`src/logic/adcctl_pkg.sv`:
```
// Package with register map, field positions, reset values and timing for the converter control.
package adcctl_pkg;
    // Register byte addresses on the AXI4-Lite slave.
    localparam logic [4:0] ADCCTL_OFF_RES_LOW = 5'h00;
    localparam logic [4:0] ADCCTL_OFF_RES_HIGH = 5'h04;
    localparam logic [4:0] ADCCTL_OFF_MAIN = 5'h08;
    localparam logic [4:0] ADCCTL_OFF_AUX = 5'h0c;
    localparam logic [4:0] ADCCTL_OFF_PIN_LOW = 5'h10;
    localparam logic [4:0] ADCCTL_OFF_PIN_HIGH = 5'h14;
    // Main control field positions.
    localparam int ADCCTL_MAIN_START = 7;
    localparam int ADCCTL_MAIN_BUSY = 6;
    localparam int ADCCTL_MAIN_POFF = 5;
    localparam int ADCCTL_MAIN_FMT = 4;
    // Aux control field positions.
    localparam int ADCCTL_AUX_BGSEL = 7;
    localparam int ADCCTL_AUX_BGEN = 6;
    localparam int ADCCTL_AUX_REFSEL = 4;
    // Writable masks; the rest reads as zero.
    localparam logic [7:0] ADCCTL_AUX_MASK = 8'hd7;
    localparam logic [7:0] ADCCTL_PINH_MASK = 8'h03;
    // Reset values.
    localparam logic [7:0] ADCCTL_MAIN_RST = 8'h60;
    localparam logic [7:0] ADCCTL_AUX_RST = 8'h00;
    // Conversion length in converter clock cycles.
    localparam logic [3:0] ADCCTL_CONV_CYCLES = 4'hd;
    localparam logic [3:0] ADCCTL_CH_LAST = 4'h9;
    localparam logic [1:0] ADCCTL_RESP_OKAY = 2'h0;
    localparam logic [1:0] ADCCTL_RESP_SLVERR = 2'h2;

    // Conversion sequencer states.
    typedef enum logic [1:0] {ADCCTL_IDLE, ADCCTL_RESET, ADCCTL_CONV} adcctl_state_t;

    // Analog front-end controls driven to the converter macro.
    typedef struct packed {
        logic power_on;
        logic conv_reset;
        logic sample_start;
        logic bandgap_route;
        logic [3:0] channel;
        logic ext_channel_en;
        logic bandgap_enable;
        logic bandgap_ref_on;
        logic ext_ref_sel;
        logic [9:0] analog_pin_enables;
    } adcctl_ana_t;

    // Whole state of the block.
    typedef struct packed {
        adcctl_state_t st;
        logic [7:0] main;
        logic [7:0] aux;
        logic [7:0] pinl;
        logic [7:0] pinh;
        logic [11:0] result;
        logic [6:0] div_cnt;
        logic [3:0] conv_cnt;
        logic done;
        logic awv;
        logic [4:0] awaddr;
        logic wv;
        logic [31:0] wdata;
        logic [3:0] wstrb;
        logic bvalid;
        logic [1:0] bresp;
        logic arready;
        logic awready;
        logic wready;
        logic rvalid;
        logic [31:0] rdata;
        logic [1:0] rresp;
        adcctl_ana_t ana;
    } adcctl_reg_t;
endpackage

```
`src/logic/adcctl_top.sv`:
```
// Converter control logic: AXI4-Lite registers, start sequencing, clock divider, alignment.
`timescale 1ns/1ps
`default_nettype none
module adcctl_top (
    input wire logic clk_sys_in,
    input wire logic nrst_in,
    input wire logic [4:0] s_axi_awaddr_in,
    input wire logic s_axi_awvalid_in,
    output logic s_axi_awready_out,
    input wire logic [31:0] s_axi_wdata_in,
    input wire logic [3:0] s_axi_wstrb_in,
    input wire logic s_axi_wvalid_in,
    output logic s_axi_wready_out,
    output logic [1:0] s_axi_bresp_out,
    output logic s_axi_bvalid_out,
    input wire logic s_axi_bready_in,
    input wire logic [4:0] s_axi_araddr_in,
    input wire logic s_axi_arvalid_in,
    output logic s_axi_arready_out,
    output logic [31:0] s_axi_rdata_out,
    output logic [1:0] s_axi_rresp_out,
    output logic s_axi_rvalid_out,
    output logic s_axi_rready_in_unused_out,
    input wire logic s_axi_rready_in,
    input wire logic [11:0] conv_data_in,
    input wire logic low_voltage_monitor_en_in,
    output adcctl_pkg::adcctl_ana_t ana_out,
    output logic conv_done_out
);
    import adcctl_pkg::*;

    adcctl_reg_t q;  // Registered state.
    adcctl_reg_t d;  // Next state.
    logic div_tick;  // One converter clock period has elapsed.
    logic [6:0] div_limit;  // Terminal count of the divider.
    logic [7:0] rd_low;  // Aligned low result byte.
    logic [7:0] rd_high;  // Aligned high result byte.
    logic start_bit;  // Current start bit.
    logic wr_go;  // Write address and data both held.
    logic [7:0] wbyte;  // Lane zero of the write data.

    // Alignment of the stored result into the two byte views.
    always_comb begin
        if (q.main[ADCCTL_MAIN_FMT]) begin
            rd_high = {4'h0, q.result[11:8]};
            rd_low = q.result[7:0];
        end else begin
            rd_high = q.result[11:4];
            rd_low = {q.result[3:0], 4'h0};
        end
    end

    // Divider terminal count; the undefined code behaves as divide by one.
    always_comb begin
        case (q.aux[2:0])
            3'h1: div_limit = 7'h01;
            3'h2: div_limit = 7'h03;
            3'h3: div_limit = 7'h07;
            3'h4: div_limit = 7'h0f;
            3'h5: div_limit = 7'h1f;
            3'h6: div_limit = 7'h3f;
            default: div_limit = 7'h00;
        endcase
    end
    assign div_tick = (q.div_cnt >= div_limit);
    assign start_bit = q.main[ADCCTL_MAIN_START];
    assign wr_go = q.awv && q.wv && !q.bvalid;
    assign wbyte = q.wdata[7:0];

    // Next-state logic for the bus slave, the sequencer and the front end.
    always_comb begin
        d = q;
        d.done = 1'b0;
        d.awready = 1'b0;
        d.wready = 1'b0;
        d.arready = 1'b0;
        // Write address and data are captured independently, in either order.
        if (!q.awv && s_axi_awvalid_in && !q.awready) begin
            d.awv = 1'b1;
            d.awaddr = s_axi_awaddr_in;
            d.awready = 1'b1;
        end
        if (!q.wv && s_axi_wvalid_in && !q.wready) begin
            d.wv = 1'b1;
            d.wdata = s_axi_wdata_in;
            d.wstrb = s_axi_wstrb_in;
            d.wready = 1'b1;
        end
        if (q.bvalid && s_axi_bready_in) begin
            d.bvalid = 1'b0;
        end
        // Register write; only lane zero holds data, upper lanes ignored.
        if (wr_go) begin
            d.awv = 1'b0;
            d.wv = 1'b0;
            d.bvalid = 1'b1;
            d.bresp = ADCCTL_RESP_OKAY;
            case (q.awaddr)
                ADCCTL_OFF_MAIN: begin
                    if (q.wstrb[0]) begin
                        // Busy bit kept; software cannot write it.
                        d.main = {wbyte[7], q.main[ADCCTL_MAIN_BUSY], wbyte[5:0]};
                    end
                end
                ADCCTL_OFF_AUX: begin
                    if (q.wstrb[0]) begin
                        d.aux = wbyte & ADCCTL_AUX_MASK;
                    end
                end
                ADCCTL_OFF_PIN_LOW: begin
                    if (q.wstrb[0]) begin
                        d.pinl = wbyte;
                    end
                end
                ADCCTL_OFF_PIN_HIGH: begin
                    if (q.wstrb[0]) begin
                        d.pinh = wbyte & ADCCTL_PINH_MASK;
                    end
                end
                ADCCTL_OFF_RES_LOW, ADCCTL_OFF_RES_HIGH: begin
                    d.bresp = ADCCTL_RESP_OKAY;  // Read-only; write ignored.
                end
                default: begin
                    d.bresp = ADCCTL_RESP_SLVERR;  // Unmapped address.
                end
            endcase
        end
        // Read channel: one read at a time, answer one cycle after address.
        if (q.rvalid && s_axi_rready_in) begin
            d.rvalid = 1'b0;
        end
        if (!q.rvalid && !q.arready && s_axi_arvalid_in) begin
            d.arready = 1'b1;
            d.rvalid = 1'b1;
            d.rresp = ADCCTL_RESP_OKAY;
            case (s_axi_araddr_in)
                ADCCTL_OFF_RES_LOW: d.rdata = {24'h0, rd_low};
                ADCCTL_OFF_RES_HIGH: d.rdata = {24'h0, rd_high};
                ADCCTL_OFF_MAIN: d.rdata = {24'h0, q.main};
                ADCCTL_OFF_AUX: d.rdata = {24'h0, q.aux};
                ADCCTL_OFF_PIN_LOW: d.rdata = {24'h0, q.pinl};
                ADCCTL_OFF_PIN_HIGH: d.rdata = {24'h0, q.pinh};
                default: begin
                    d.rdata = 32'h0;
                    d.rresp = ADCCTL_RESP_SLVERR;
                end
            endcase
        end
        // Converter clock divider runs freely, whether powered or not.
        // It is never gated, so a conversion's first tick may fall anywhere in one period.
        d.div_cnt = div_tick ? 7'h00 : q.div_cnt + 7'h01;
        // Start sequencing; power-off aborts any activity.
        case (q.st)
            ADCCTL_IDLE: begin
                if (start_bit && !q.main[ADCCTL_MAIN_POFF]) begin
                    d.st = ADCCTL_RESET;
                end
            end
            ADCCTL_RESET: begin
                d.main[ADCCTL_MAIN_BUSY] = 1'b1;
                if (!start_bit) begin
                    d.st = ADCCTL_CONV;
                    d.conv_cnt = 4'h0;
                end
            end
            ADCCTL_CONV: begin
                if (start_bit) begin
                    d.st = ADCCTL_RESET;  // Restart aborts the running conversion.
                end else if (div_tick) begin
                    if (q.conv_cnt == ADCCTL_CONV_CYCLES - 4'h1) begin
                        d.result = conv_data_in;
                        d.st = ADCCTL_IDLE;
                    end else begin
                        d.conv_cnt = q.conv_cnt + 4'h1;
                    end
                end
            end
            default: d.st = ADCCTL_IDLE;
        endcase
        // Busy clears in the same cycle as the result is stored.
        if (q.st == ADCCTL_CONV && d.st == ADCCTL_IDLE) begin
            d.main[ADCCTL_MAIN_BUSY] = 1'b0;
            d.done = 1'b1;
        end
        if (start_bit && q.st == ADCCTL_IDLE) begin
            d.main[ADCCTL_MAIN_BUSY] = 1'b1;
        end
        // Power-off drops the sequencer to idle; an abort raises no done event.
        if (q.main[ADCCTL_MAIN_POFF] && q.st != ADCCTL_IDLE) begin
            d.st = ADCCTL_IDLE;
        end
        // Front-end controls are registered so the outputs come from flops.
        d.ana.power_on = !d.main[ADCCTL_MAIN_POFF];
        d.ana.conv_reset = (d.st != ADCCTL_CONV);
        d.ana.sample_start = (q.st == ADCCTL_RESET) && (d.st == ADCCTL_CONV);
        d.ana.bandgap_route = d.aux[ADCCTL_AUX_BGSEL];
        d.ana.ext_channel_en = !d.aux[ADCCTL_AUX_BGSEL];
        d.ana.channel = (d.main[3:0] > ADCCTL_CH_LAST) ? ADCCTL_CH_LAST : d.main[3:0];
        d.ana.bandgap_enable = d.aux[ADCCTL_AUX_BGEN];
        d.ana.bandgap_ref_on = d.aux[ADCCTL_AUX_BGEN] || low_voltage_monitor_en_in;
        d.ana.ext_ref_sel = d.aux[ADCCTL_AUX_REFSEL];
        d.ana.analog_pin_enables = {d.pinh[1:0], d.pinl};
    end

    // Single state register.
    // The reset branch loads constants only, so the converter starts held in reset.
    always_ff @(posedge clk_sys_in or negedge nrst_in) begin
        if (!nrst_in) begin
            q <= '0;
            q.st <= ADCCTL_IDLE;
            q.main <= ADCCTL_MAIN_RST;
            q.aux <= ADCCTL_AUX_RST;
            q.ana.conv_reset <= 1'b1;
            q.ana.ext_channel_en <= 1'b1;
        end else begin
            q <= d;
        end
    end

    assign s_axi_awready_out = q.awready;
    assign s_axi_wready_out = q.wready;
    assign s_axi_bvalid_out = q.bvalid;
    assign s_axi_bresp_out = q.bresp;
    assign s_axi_arready_out = q.arready;
    assign s_axi_rvalid_out = q.rvalid;
    assign s_axi_rdata_out = q.rdata;
    assign s_axi_rresp_out = q.rresp;
    assign s_axi_rready_in_unused_out = q.rvalid;
    assign ana_out = q.ana;
    assign conv_done_out = q.done;

    // Busy must be high whenever the sequencer holds the converter in reset.
    property p_busy_in_reset;
        @(posedge clk_sys_in) disable iff (!nrst_in)
        (q.st == ADCCTL_RESET) |=> q.main[ADCCTL_MAIN_BUSY];
    endproperty
    a_busy_in_reset: assert property (p_busy_in_reset) else $error("busy low in reset");

    // A conversion only begins after the start bit falls.
    property p_start_seq;
        @(posedge clk_sys_in) disable iff (!nrst_in)
        q.ana.sample_start |-> $past(q.st) == ADCCTL_RESET && !start_bit;
    endproperty
    a_start_seq: assert property (p_start_seq) else $error("start without fall");

    // Done pulse coincides with busy falling.
    property p_done_busy;
        @(posedge clk_sys_in) disable iff (!nrst_in)
        q.done |-> !q.main[ADCCTL_MAIN_BUSY] && $past(q.main[ADCCTL_MAIN_BUSY]);
    endproperty
    a_done_busy: assert property (p_done_busy) else $error("done without busy fall");

    // Result is stored when the conversion completes.
    property p_result_first;
        @(posedge clk_sys_in) disable iff (!nrst_in)
        q.done |-> q.result == $past(conv_data_in);
    endproperty
    a_result_first: assert property (p_result_first) else $error("result not stored");

    // Channel output never exceeds input nine.
    property p_channel_cap;
        @(posedge clk_sys_in) disable iff (!nrst_in)
        q.ana.channel == ((q.main[3:0] > 4'h9) ? 4'h9 : q.main[3:0]);
    endproperty
    a_channel_cap: assert property (p_channel_cap) else $error("bad channel");

    // Bandgap routing excludes external inputs.
    property p_bg_route;
        @(posedge clk_sys_in) disable iff (!nrst_in)
        q.ana.bandgap_route |-> !q.ana.ext_channel_en;
    endproperty
    a_bg_route: assert property (p_bg_route) else $error("external left connected");

    // Power follows the power-off bit.
    // Both are registered from the same next value, so they agree in every cycle.
    property p_power;
        @(posedge clk_sys_in) disable iff (!nrst_in)
        q.ana.power_on == !q.main[ADCCTL_MAIN_POFF];
    endproperty
    a_power: assert property (p_power) else $error("power mismatch");

    // Reference stays on while the monitor is enabled.
    property p_bg_ref;
        @(posedge clk_sys_in) disable iff (!nrst_in)
        $past(low_voltage_monitor_en_in) |-> q.ana.bandgap_ref_on;
    endproperty
    a_bg_ref: assert property (p_bg_ref) else $error("reference off");

    // Unused aligned result bits read zero.
    property p_align_zero;
        @(posedge clk_sys_in) disable iff (!nrst_in)
        (q.main[ADCCTL_MAIN_FMT] ? rd_high[7:4] : rd_low[3:0]) == 4'h0;
    endproperty
    a_align_zero: assert property (p_align_zero) else $error("unused bits set");

    // Busy stays high for the whole conversion.
    property p_busy_conv;
        @(posedge clk_sys_in) disable iff (!nrst_in)
        (q.st == ADCCTL_CONV) |-> q.main[ADCCTL_MAIN_BUSY];
    endproperty
    a_busy_conv: assert property (p_busy_conv) else $error("busy low while converting");

    // The end event is a single-cycle pulse.
    property p_done_pulse;
        @(posedge clk_sys_in) disable iff (!nrst_in)
        q.done |=> !q.done;
    endproperty
    a_done_pulse: assert property (p_done_pulse) else $error("done longer than one cycle");

    // The stored result only changes together with the end event.
    property p_result_hold;
        @(posedge clk_sys_in) disable iff (!nrst_in)
        !q.done |-> $stable(q.result);
    endproperty
    a_result_hold: assert property (p_result_hold) else $error("result moved without done");

    // The sample strobe to the converter lasts one cycle only.
    property p_sample_pulse;
        @(posedge clk_sys_in) disable iff (!nrst_in)
        q.ana.sample_start |=> !q.ana.sample_start;
    endproperty
    a_sample_pulse: assert property (p_sample_pulse) else $error("sample strobe too long");

    c_conv_done: cover property (@(posedge clk_sys_in) disable iff (!nrst_in) q.done);
    c_restart: cover property (@(posedge clk_sys_in) disable iff (!nrst_in)
        q.st == ADCCTL_CONV ##1 q.st == ADCCTL_RESET);
    c_bg: cover property (@(posedge clk_sys_in) disable iff (!nrst_in) q.ana.bandgap_route);
    c_fmt_one: cover property (@(posedge clk_sys_in) disable iff (!nrst_in)
        q.done && q.main[ADCCTL_MAIN_FMT]);
endmodule
`default_nettype wire

```
`config.mk`:
```
export PLATFORM = sky130hd
export DESIGN_NAME = adcctl_top
export DESIGN_NICKNAME = d
export VERILOG_FILES = /design/src/logic/adcctl_pkg.sv /design/src/logic/adcctl_top.sv
export SDC_FILE = /design/constraint.sdc
export NUM_CORES = 1
export LEC_CHECK = 0
export CORE_ASPECT_RATIO = 0.5
export CORE_MARGIN = 2
export CORE_UTILIZATION = 50
export CTS_CLUSTER_SIZE = 8
export DETAILED_ROUTE_END_ITERATION = 12
export DONT_BUFFER_PORTS = 1
export PLACE_DENSITY = 0.78
export SLEW_MARGIN = 20
export SYNTH_ARGS = -nofsm -noshare
export SYNTH_HDL_FRONTEND = slang
export SYNTH_SLANG_ARGS = --single-unit
```
`constraint.sdc`:
```
create_clock -name clk_sys_in -period 2.8 [get_ports clk_sys_in]
set_clock_uncertainty 0.15 [all_clocks]
set_input_delay 0.56 -clock clk_sys_in [delete_from_list [all_inputs] [get_ports clk_sys_in]]
set_output_delay 0.56 -clock clk_sys_in [all_outputs]
set_load 0.02 [all_outputs]
```
# Word level (Yosys, flattened, before mapping)
# Cells that the tools add are included.
[classes]
n_addsub = 2
n_mux = 44
n_eq_ne = 25
n_lt_le_gt_ge = 2
bitwise_logic = 1
n_reduce_logical = 43
[ops]
columns = ["operator", "count"]
rows = [
  ["$mux W8", 6],
  ["$pmux W8 S6", 1],
  ["$mux W37", 1],
  ["$pmux W6 S6", 1],
  ["$mux W35", 1],
  ["$mux W31", 1],
  ["$eq A5 B4 Y1 const B", 4],
  ["$eq A5 B5 Y1 const B", 4],
  ["$mux W2", 10],
  ["$mux W4", 5],
  ["$logic_and A1 B1 Y1", 15],
  ["$mux W7", 2],
  ["$mux W6", 2],
  ["$reduce_bool A2 Y1", 6],
  ["$reduce_or A6 Y1", 2],
  ["$mux W1", 11],
  ["$eq A5 B3 Y1 const B", 2],
  ["$logic_not A1 Y1", 10],
  ["$logic_not A5 Y1", 2],
  ["$ne A2 B2 Y1 const B", 5],
  ["$eq A3 B3 Y1 const B", 3],
  ["$pmux W4 S2", 1],
  ["$add A7 B1 Y7 const B", 1],
  ["$ge A7 B7 Y1", 1],
  ["other kinds (16)", 20],
]
[totals]
word_cells = 152
out_inout_bits = 65
ff_bits = 156

# Logic depth before layout (Yosys ltp)
# Gate-level depths: netlist of run 1.
[depth]
word_depth = 10
depth_mapped = 10
depth_no_buf = 8

# Worst setup path after synthesis of run 1
# Ideal clock, no wire load.
[synth_path]
kind = "flip-flop to flip-flop"
start = "reg q[147] in the netlist's numbering"
end = "reg q[121] in the netlist's numbering"
period_less_slack_ns = 2.752
stages_incl_launch_ff = 11
slack_ns = 0.048
n_path_buf = 2
t_arrival_ns = 2.477
cell_sequence = "dfrtp_1 -> clkbuf_1 -> or3_1 -> and2_1 -> ha_1 -> or2b_2 -> a211oi_1 -> o21a_2 -> nor4_4 -> buf_8 -> mux2_4"
[synth_between]
elab_chain_len = 4
[synth_lines]
columns = ["item", "line_no", "source"]
rows = [
  ["start, declared", "adcctl_top.sv:32", "adcctl_reg_t q;"],
  ["$eq A3 B3 Y1 (tied with other cells)", "adcctl_top.sv:55", "case (q.aux[2:0])"],
  ["$pmux W6 S6 *", "adcctl_top.sv:55", ""],
  ["$ge A7 B7 Y1 *", "adcctl_top.sv:65", "assign div_tick = (q.div_cnt >= div_limit);"],
  ["$reduce_and A4 Y1 (no line) *", "-", ""],
]
# Every way passes the cells marked *; elsewhere a longest branch is shown, timed or not.
# A chain may end at the register's enable or synchronous reset.

# Worst setup path in the final report of run 1
[layout_path]
start = "reg q[146] in the netlist's numbering"
end = "reg q[128] in the netlist's numbering"
# The elaborated chain is that of the path after synthesis.

==> metrics.csv, run 1 <==
stage;metric;value;unit
critical_path;crit_fanout;14;
routing;detail_route.wl_per_cell;17.5;microns
cts;clk_path_buf_depth;2;
cells_and_area;drive_above_1_share;0.231;
routing;first_pass_iters;5;
critical_path;r2r-end;q[128];
yosys;synth_most_common_cell;dfrtp_1;
floorplan;num_rows;24;
yosys;yosysUniqueCellTypes;60;
yosys;netlist_area;4660;sq um
critical_path;r2r-start;q[146];
worst_hold_path;hold_class;primary input to async pin;
place;dp_hpwl;6.46;mm
global_routing;grt_pass1_vias;2787;
timing;post-route-period-util;0.952;
critical_path;r2r_setup_slack;140;ps
cells_and_area;largest_register;q;
pwr;p_sw;1.59;mW
cts;numCtsBuffers;9;
routing;initialDrtViolationCount;209;
pwr;power;4.62;mW
floorplan;die_h;72.3;microns
place;post-place-ws;-388;ps
yosys;synthCells;416;
yosys;synth_top_area_frac;0.462;
routing;routed_wl;8.94;mm
floorplan;placeableCoreArea;8890;sq um
cts;clkTransAtPathRegs;60;ps
global_routing;grt_first_pass_wirelength;14.5;mm
global_routing;grt_antenna_before_repair;0;
cells_and_area;syn2layout_area_growth;3.22;%
timing;period_minus_slack;2660;ps
yosys;synth_edf_count;0;
cts;cts-htree-levels;3;
global_routing;grt_use_total;0.186;
floorplan;design.die.area;10200;sq um
pwr;combPwrFrac;0.240;
timing;final.setup.tns;0;ps
pwr;powerDensity;960;nW/um^2
critical_path;reg2regPathDepth;9;
routing;viasPerCell;5.65;
run_status;status;finished with violations;
routing;ant_nets;0;
pwr;p_clk_frac;0.282;
run;cap_viol_max_count;0;
pwr;internal_power;3.03;mW
yosys;yosys-top-cells-count;dfrtp_1, buf_4, mux2_2;
yosys;synth-seq-area-share;0.484;
cells_and_area;largest_reg_flops;56;
yosys;async_flop_share;1.00;
critical_path;crit_path_end_kind;flop;
cells_and_area;fin_nets;464;
yosys;synth_top_area_cell;dfrtp_1;
timing;hold-worst-slack;-235;ps
global_routing;grt_max_degree;91;
timing;rsz0062_at_grt;no;
cells_and_area;fin_util;0.541;
timing;maxSlewViolCount;0;
cts;tritoncts;built;
floorplan;dieWidth;141;microns
timing;fmax;0.375;GHz
place;portBuffers;0;
floorplan;start_util;0.524;
cts;cts_root_buf;clkbuf_16;
yosys;syn_avg_cell_area;11.2;sq um
global_routing;overflow;0;
timing;setup_viol;0;
pwr;swShare;0.344;
floorplan;ios;131;
pwr;p_leak;2.24;nW
critical_path;cp.arrival;2740;ps
pwr;p_seq_frac;0.478;
timing;hold_viol_final;90;
critical_path;worstSetupStartpointType;flop;
timing;worstMarginPinSlew;771;ps
cts;clk-insertion-delay-late;340;ps
timing;setup_ws;135;ps
critical_path;worstPathRequired;2870;ps
pwr;ir_drop;518;uV
routing;vias;2887;
routing;drc;0;
yosys;synth-seq-cells;90;
cells_and_area;diodes;0;
cts;numClockSinks;90;
place;gp_congestion;0.941;
critical_path;criticalPathCategory;flop to flop;
timing;relSlewSlack;0.482;
yosys;ys.warnings.count;0;
yosys;synth_flop_cell;dfrtp_1;
yosys;synthTopCellsByArea;dfrtp_1, buf_4, mux2_2, o21ai_0, mux2_4;
run_status;violations;negative hold slack;
## stage by stage
| step | hold slack, ps | instance area, sq um | std cells |
|---|---|---|---|
| after floorplan | 114 | 4750 | 441 |
| after global placement | 116 | 4450 | 493 |
| after detailed placement | 116 | 4450 | 493 |
| after CTS | -249 | 4810 | 511 |
| after global routing | -255 | 4810 | 511 |
| final | -235 | 4810 | 511 |
## worst max path at each step
stage	start	end	slack [ps]	depth (start not counted)
5_1_grt	q[146]	q[128]	30	9
4_1_cts	q[146]	q[128]	10	9
3_5_place_dp	q[146]	q[118]	-390	8
3_3_place_gp	q[146]	q[118]	-350	8
2_1_floorplan	q[147]	q[121]	50	10
6_report	q[146]	q[128]	140	9
## power groups by stage
stage	registers (mW)	logic, mW	clock network, mW
floorplan	1.92	1.27	0
global route	2.27	1.24	1.39
finish	2.21	1.11	1.30
detailed placement	2.23	1.09	0
global placement	2.22	1.04	0
CTS	2.21	1.10	1.34
## timing repair
action,in CTS,in global routing
hold endpoints to repair,90,90
endpoints found under the setup margin,15,19
resized for setup,1,1
setup buffers,2,0
pin swaps,1,1
## critical path, cell delays in order (launching register included)
cell and delay [ps]:
dfrtp_1 380, or3_1 380, and2_1 170, ha_1 260, or2b_2 300, a211oi_2 210
o21a_2 180, nor4_4 50, buf_12 160, mux2_4 300
## routing by layer
layer	routed length [microns]	global-route usage	vias to the layer above	part of all wire
li1	-	-	1320	-
met5	0	0	-	0
met3	694	0.0686	14	0.078
met4	142	0.0689	0	0.016
met1	3950	0.243	1453	0.44
met2	4150	0.290	100	0.46
## layout by cell type, fill, tap and decap left out, types with 8 or more instances in the layout
cell and instances:
nand2_1 22, clkbuf_16 9, dfrtp_1 86, mux2_4 8, nor3_1 8, inv_1 14, conb_1 26, buf_4 11
ha_1 9, mux2i_1 9, o21ai_0 23, nor2_1 22, mux2_2 40
## logic make-up (layout without fill, tap and decap cells)
kind of cell / after synthesis / in the layout / synth area share
buffers and inverters: 89 / 42 / 0.124
adders and majority gates: 9 / 9 / 0.0242
xor gates and xnor gates: 7 / 7 / 0.0132
muxes: 57 / 57 / 0.142
other: 1 / 26 / 0.000805
AOI/OAI and AO/OA: 68 / 68 / 0.0988
and+or+nand+nor: 95 / 95 / 0.113
DFF: 90 / 90 / 0.484
## cell type report
class                           instances  area, sq um
Multi-Input combinational cell        262         1930
Tap cell                              117          146
Fill cell                             750         4080
Clock inverter                          6         87.6
Timing Repair Buffer                   12          103
Sequential cell                        90         2260
Inverter                               14         52.6
Clock buffer                           10          239
Note: power is estimated with default switching activity, not from simulation.
==> inputs of run 2 (changes only) <==
- CORE_ASPECT_RATIO: 0.5 -> 0.8
- CTS_BUF_LIST: not set -> sky130_fd_sc_hd__clkbuf_16
- PLACE_DENSITY: 0.78 -> 0.75
- clock period: 2.8 -> 3.2 ns (I/O delays scaled with it)
==> run 2 against run 1 <==
- the flow now finishes without violations
- routed wire length rose by 1.3%
- cell area fell by 1.5%
- clock power decreased by 27%
- register-to-register slack gained 120 ps
- critical path depth is the same
- final cell count down 0.98%
- combinational power decreased by 13%
- largest cell class unchanged
==> metrics.csv, run 2 (same netlist as run 1, synthesis figures left out) <==
stage;metric;value;unit;change
critical_path;reg2regPathDepth;9;;unchanged
global_routing;grt_pass1_vias;2703;;-3.0%
critical_path;r2r-end;q[120];;
cells_and_area;layout.cells.non_filler;506;;-0.98%
cts;clkTransAtPathRegs;60;ps;about the same
cts;cts_setup_buffers;0;;-2
cells_and_area;final_cell_mix;dfrtp_1, mux2_2, conb_1;;
critical_path;criticalPathCategory;flop to flop;;
cells_and_area;drive_above_1_share;0.215;;-0.0161
critical_path;critPathMaxStageDelay;490;ps;+110 ps
timing;rsz0062_at_grt;no;;
global_routing;grt_first_pass_wirelength;14.8;mm;+1.9%
floorplan;num_rows;31;;+29%
place;gp_congestion;0.851;;-9.5%
routing;initialDrtViolationCount;234;;+12%
timing;post-route-period-util;0.921;;-0.0307
pwr;ir_drop;391;uV;-25%
pwr;powerDensity;817;nW/um^2;-15%
global_routing;grt_max_degree;87;;-4.4%
timing;maxSlewViolCount;0;;unchanged
floorplan;design.die.area;10100;sq um;-0.41%
cells_and_area;diodes;0;;unchanged
cells_and_area;finalInstanceArea;4740;sq um;-1.5%
run;cap_viol_max_count;0;;unchanged
worst_hold_path;hold_class;primary input to async pin;;
timing;hold_viol_final;0;;-100%
cts;tritoncts;built;;
critical_path;cp_cell_sequence;or3_1 -> and2_1 -> ha_1 -> or2b_2 -> a211oi_1 -> o21a_2 -> nor4_4 -> buf_6 -> mux2_2;;
cts;cts_resized;0;;-1
routing;first_pass_iters;4;;-1
cells_and_area;syn2layout_area_growth;1.72;%;
routing;detail_route.wl_per_cell;17.9;microns;+2.3%
timing;fmax;0.339;GHz;-9.6%
critical_path;cpMaxStageDelayCell;nor4_4;;
place;dp.cells;487;;-1.2%
cts;cts-htree-levels;3;;unchanged
pwr;p_seq_frac;0.503;;+0.025
pwr;p_sw;1.41;mW;-11%
critical_path;r2r-start;q[146];;
cts;cts_root_buf;clkbuf_16;;
pwr;combPwrFrac;0.251;;+0.011
routing;ant_nets;0;;unchanged
cts;numClockSinks;90;;unchanged
critical_path;worstPathRequired;3270;ps;+400 ps
global_routing;grt_use_total;0.186;;+0.000323
global_routing;overflow;0;;unchanged
routing;routed_wl;9.06;mm;+1.3%
timing;relSlewSlack;0.450;;-0.0323
floorplan;dieWidth;112;microns;-20%
critical_path;crit_path_end_kind;flop;;
pwr;swShare;0.365;;+0.0206
critical_path;path_delay_family;simple AND/OR/NAND/NOR gates;;
cts;numCtsBuffers;9;;unchanged
critical_path;cp.arrival;3020;ps;+280 ps
cells_and_area;fill_cells;800;;+6.7%
cells_and_area;fin_nets;461;;-0.65%
place;portBuffers;0;;unchanged
cells_and_area;largest_register;q;;
timing;setup_ws;253;ps;+118 ps
place;dpl_cell_area;4420;sq um;-0.73%
cells_and_area;largest_reg_flops;56;;unchanged
place;post-place-ws;-30.6;ps;+357 ps
routing;vias;2790;;-3.4%
floorplan;die_h;90.4;microns;+25%
pwr;p_leak;2.19;nW;-2.3%
pwr;internal_power;2.46;mW;-19%
place;dp_hpwl;6.55;mm;+1.4%
timing;period_minus_slack;2950;ps;+282 ps
floorplan;start_util;0.514;;-0.0108
routing;viasPerCell;5.51;;-2.4%
critical_path;worstSetupStartpointType;flop;;
global_routing;grt_antenna_before_repair;0;;unchanged
timing;setup_viol;0;;unchanged
timing;worstMarginPinSlew;819;ps;+48.1 ps
critical_path;critPathBufInv;1;;unchanged
critical_path;crit_cells;9;;unchanged
critical_path;r2r_setup_slack;250;ps;+120 ps
pwr;power;3.87;mW;-16%
cts;clk_path_buf_depth;2;;unchanged
cts;clk-insertion-delay-late;330;ps;about the same
floorplan;placeableCoreArea;9080;sq um;+2.1%
routing;drc;0;;unchanged
cells_and_area;final_common_cell;dfrtp_1;;
run_status;status;finished clean;;
pwr;p_clk_frac;0.246;;-0.036
floorplan;ios;131;;unchanged
critical_path;crit_fanout;9;;-5
[run 2: changes by cell type in the layout (fill, tap and decap cells not counted), sizes merged]
cell,previous run,this run
buf,12,8
bufinv,2,0
clkbuf,10,9
clkinvlp,0,3
dlygate4sd3,0,1
[run 2: power groups by stage]
| stage | sequential, mW | clock [mW] | combinational [mW] |
|---|---|---|---|
| final | 1.95 | 0.952 | 0.971 |
| after global routing | 2.00 | 1.03 | 1.10 |
| after detailed placement | 1.97 | 0 | 0.945 |
| after global placement | 1.96 | 0 | 0.915 |
| after floorplan | 1.68 | 0 | 1.11 |
| after CTS | 1.95 | 0.977 | 0.978 |
[run 2: layout make-up]
class | instances | area [sq um] | area share
flip-flops and latches | 90 | 2260 | 0.476
clock buffers | 9 | 225 | 0.0475
inverters | 14 | 52.6 | 0.0111
multi-input cells | 262 | 1920 | 0.405
clock inverters | 7 | 47.5 | 0.0100
repair buffers | 9 | 93.8 | 0.0198
well taps | 115 | 144 | 0.0304
[run 2: per-stage QoR]
stage / hold slack (ps) / util / setup TNS [ps]
6_report: 62.8 / 0.522 / 0
5_1_grt: 78.4 / 0.522 / 0
4_1_cts: 75.8 / 0.521 / 0
3_5_place_dp: 201 / 0.487 / -104
3_3_place_gp: 200 / 0.487 / 0
2_1_floorplan: 194 / - / 0
[run 2: repair_timing]
item	in CTS	in global routing
endpoints found under the setup margin	4	0
endpoints found under the hold margin	86	0
hold buffers	2	0
[run 2: worst max path at each step]
stage               slack, ps  startpoint     end
floorplan                 450      q[147]  q[121]
global placement           40      q[146]  q[120]
detailed placement        -30      q[146]  q[120]
CTS                         1      q[146]  q[120]
global route              100      q[146]  q[120]
finish                    250      q[146]  q[120]
[run 2: worst reg2reg max path: cells and delay by family, from the launching register on]
kind | cells | cell delay [ps]
buffers and inverters | 1 | 250
multiplexers | 1 | 340
AO/OA/AOI/OAI | 2 | 290
flip-flops | 1 | 430
AND/OR/NAND/NOR | 4 | 1120
adder cells (fa/ha/maj) | 1 | 260
[run 2: routing by layer]
layer	GRT usage	share of wire
met1	0.253	0.44
met2	0.287	0.48
met3	0.0685	0.072
met4	0.0457	0.0087
met5	0	0
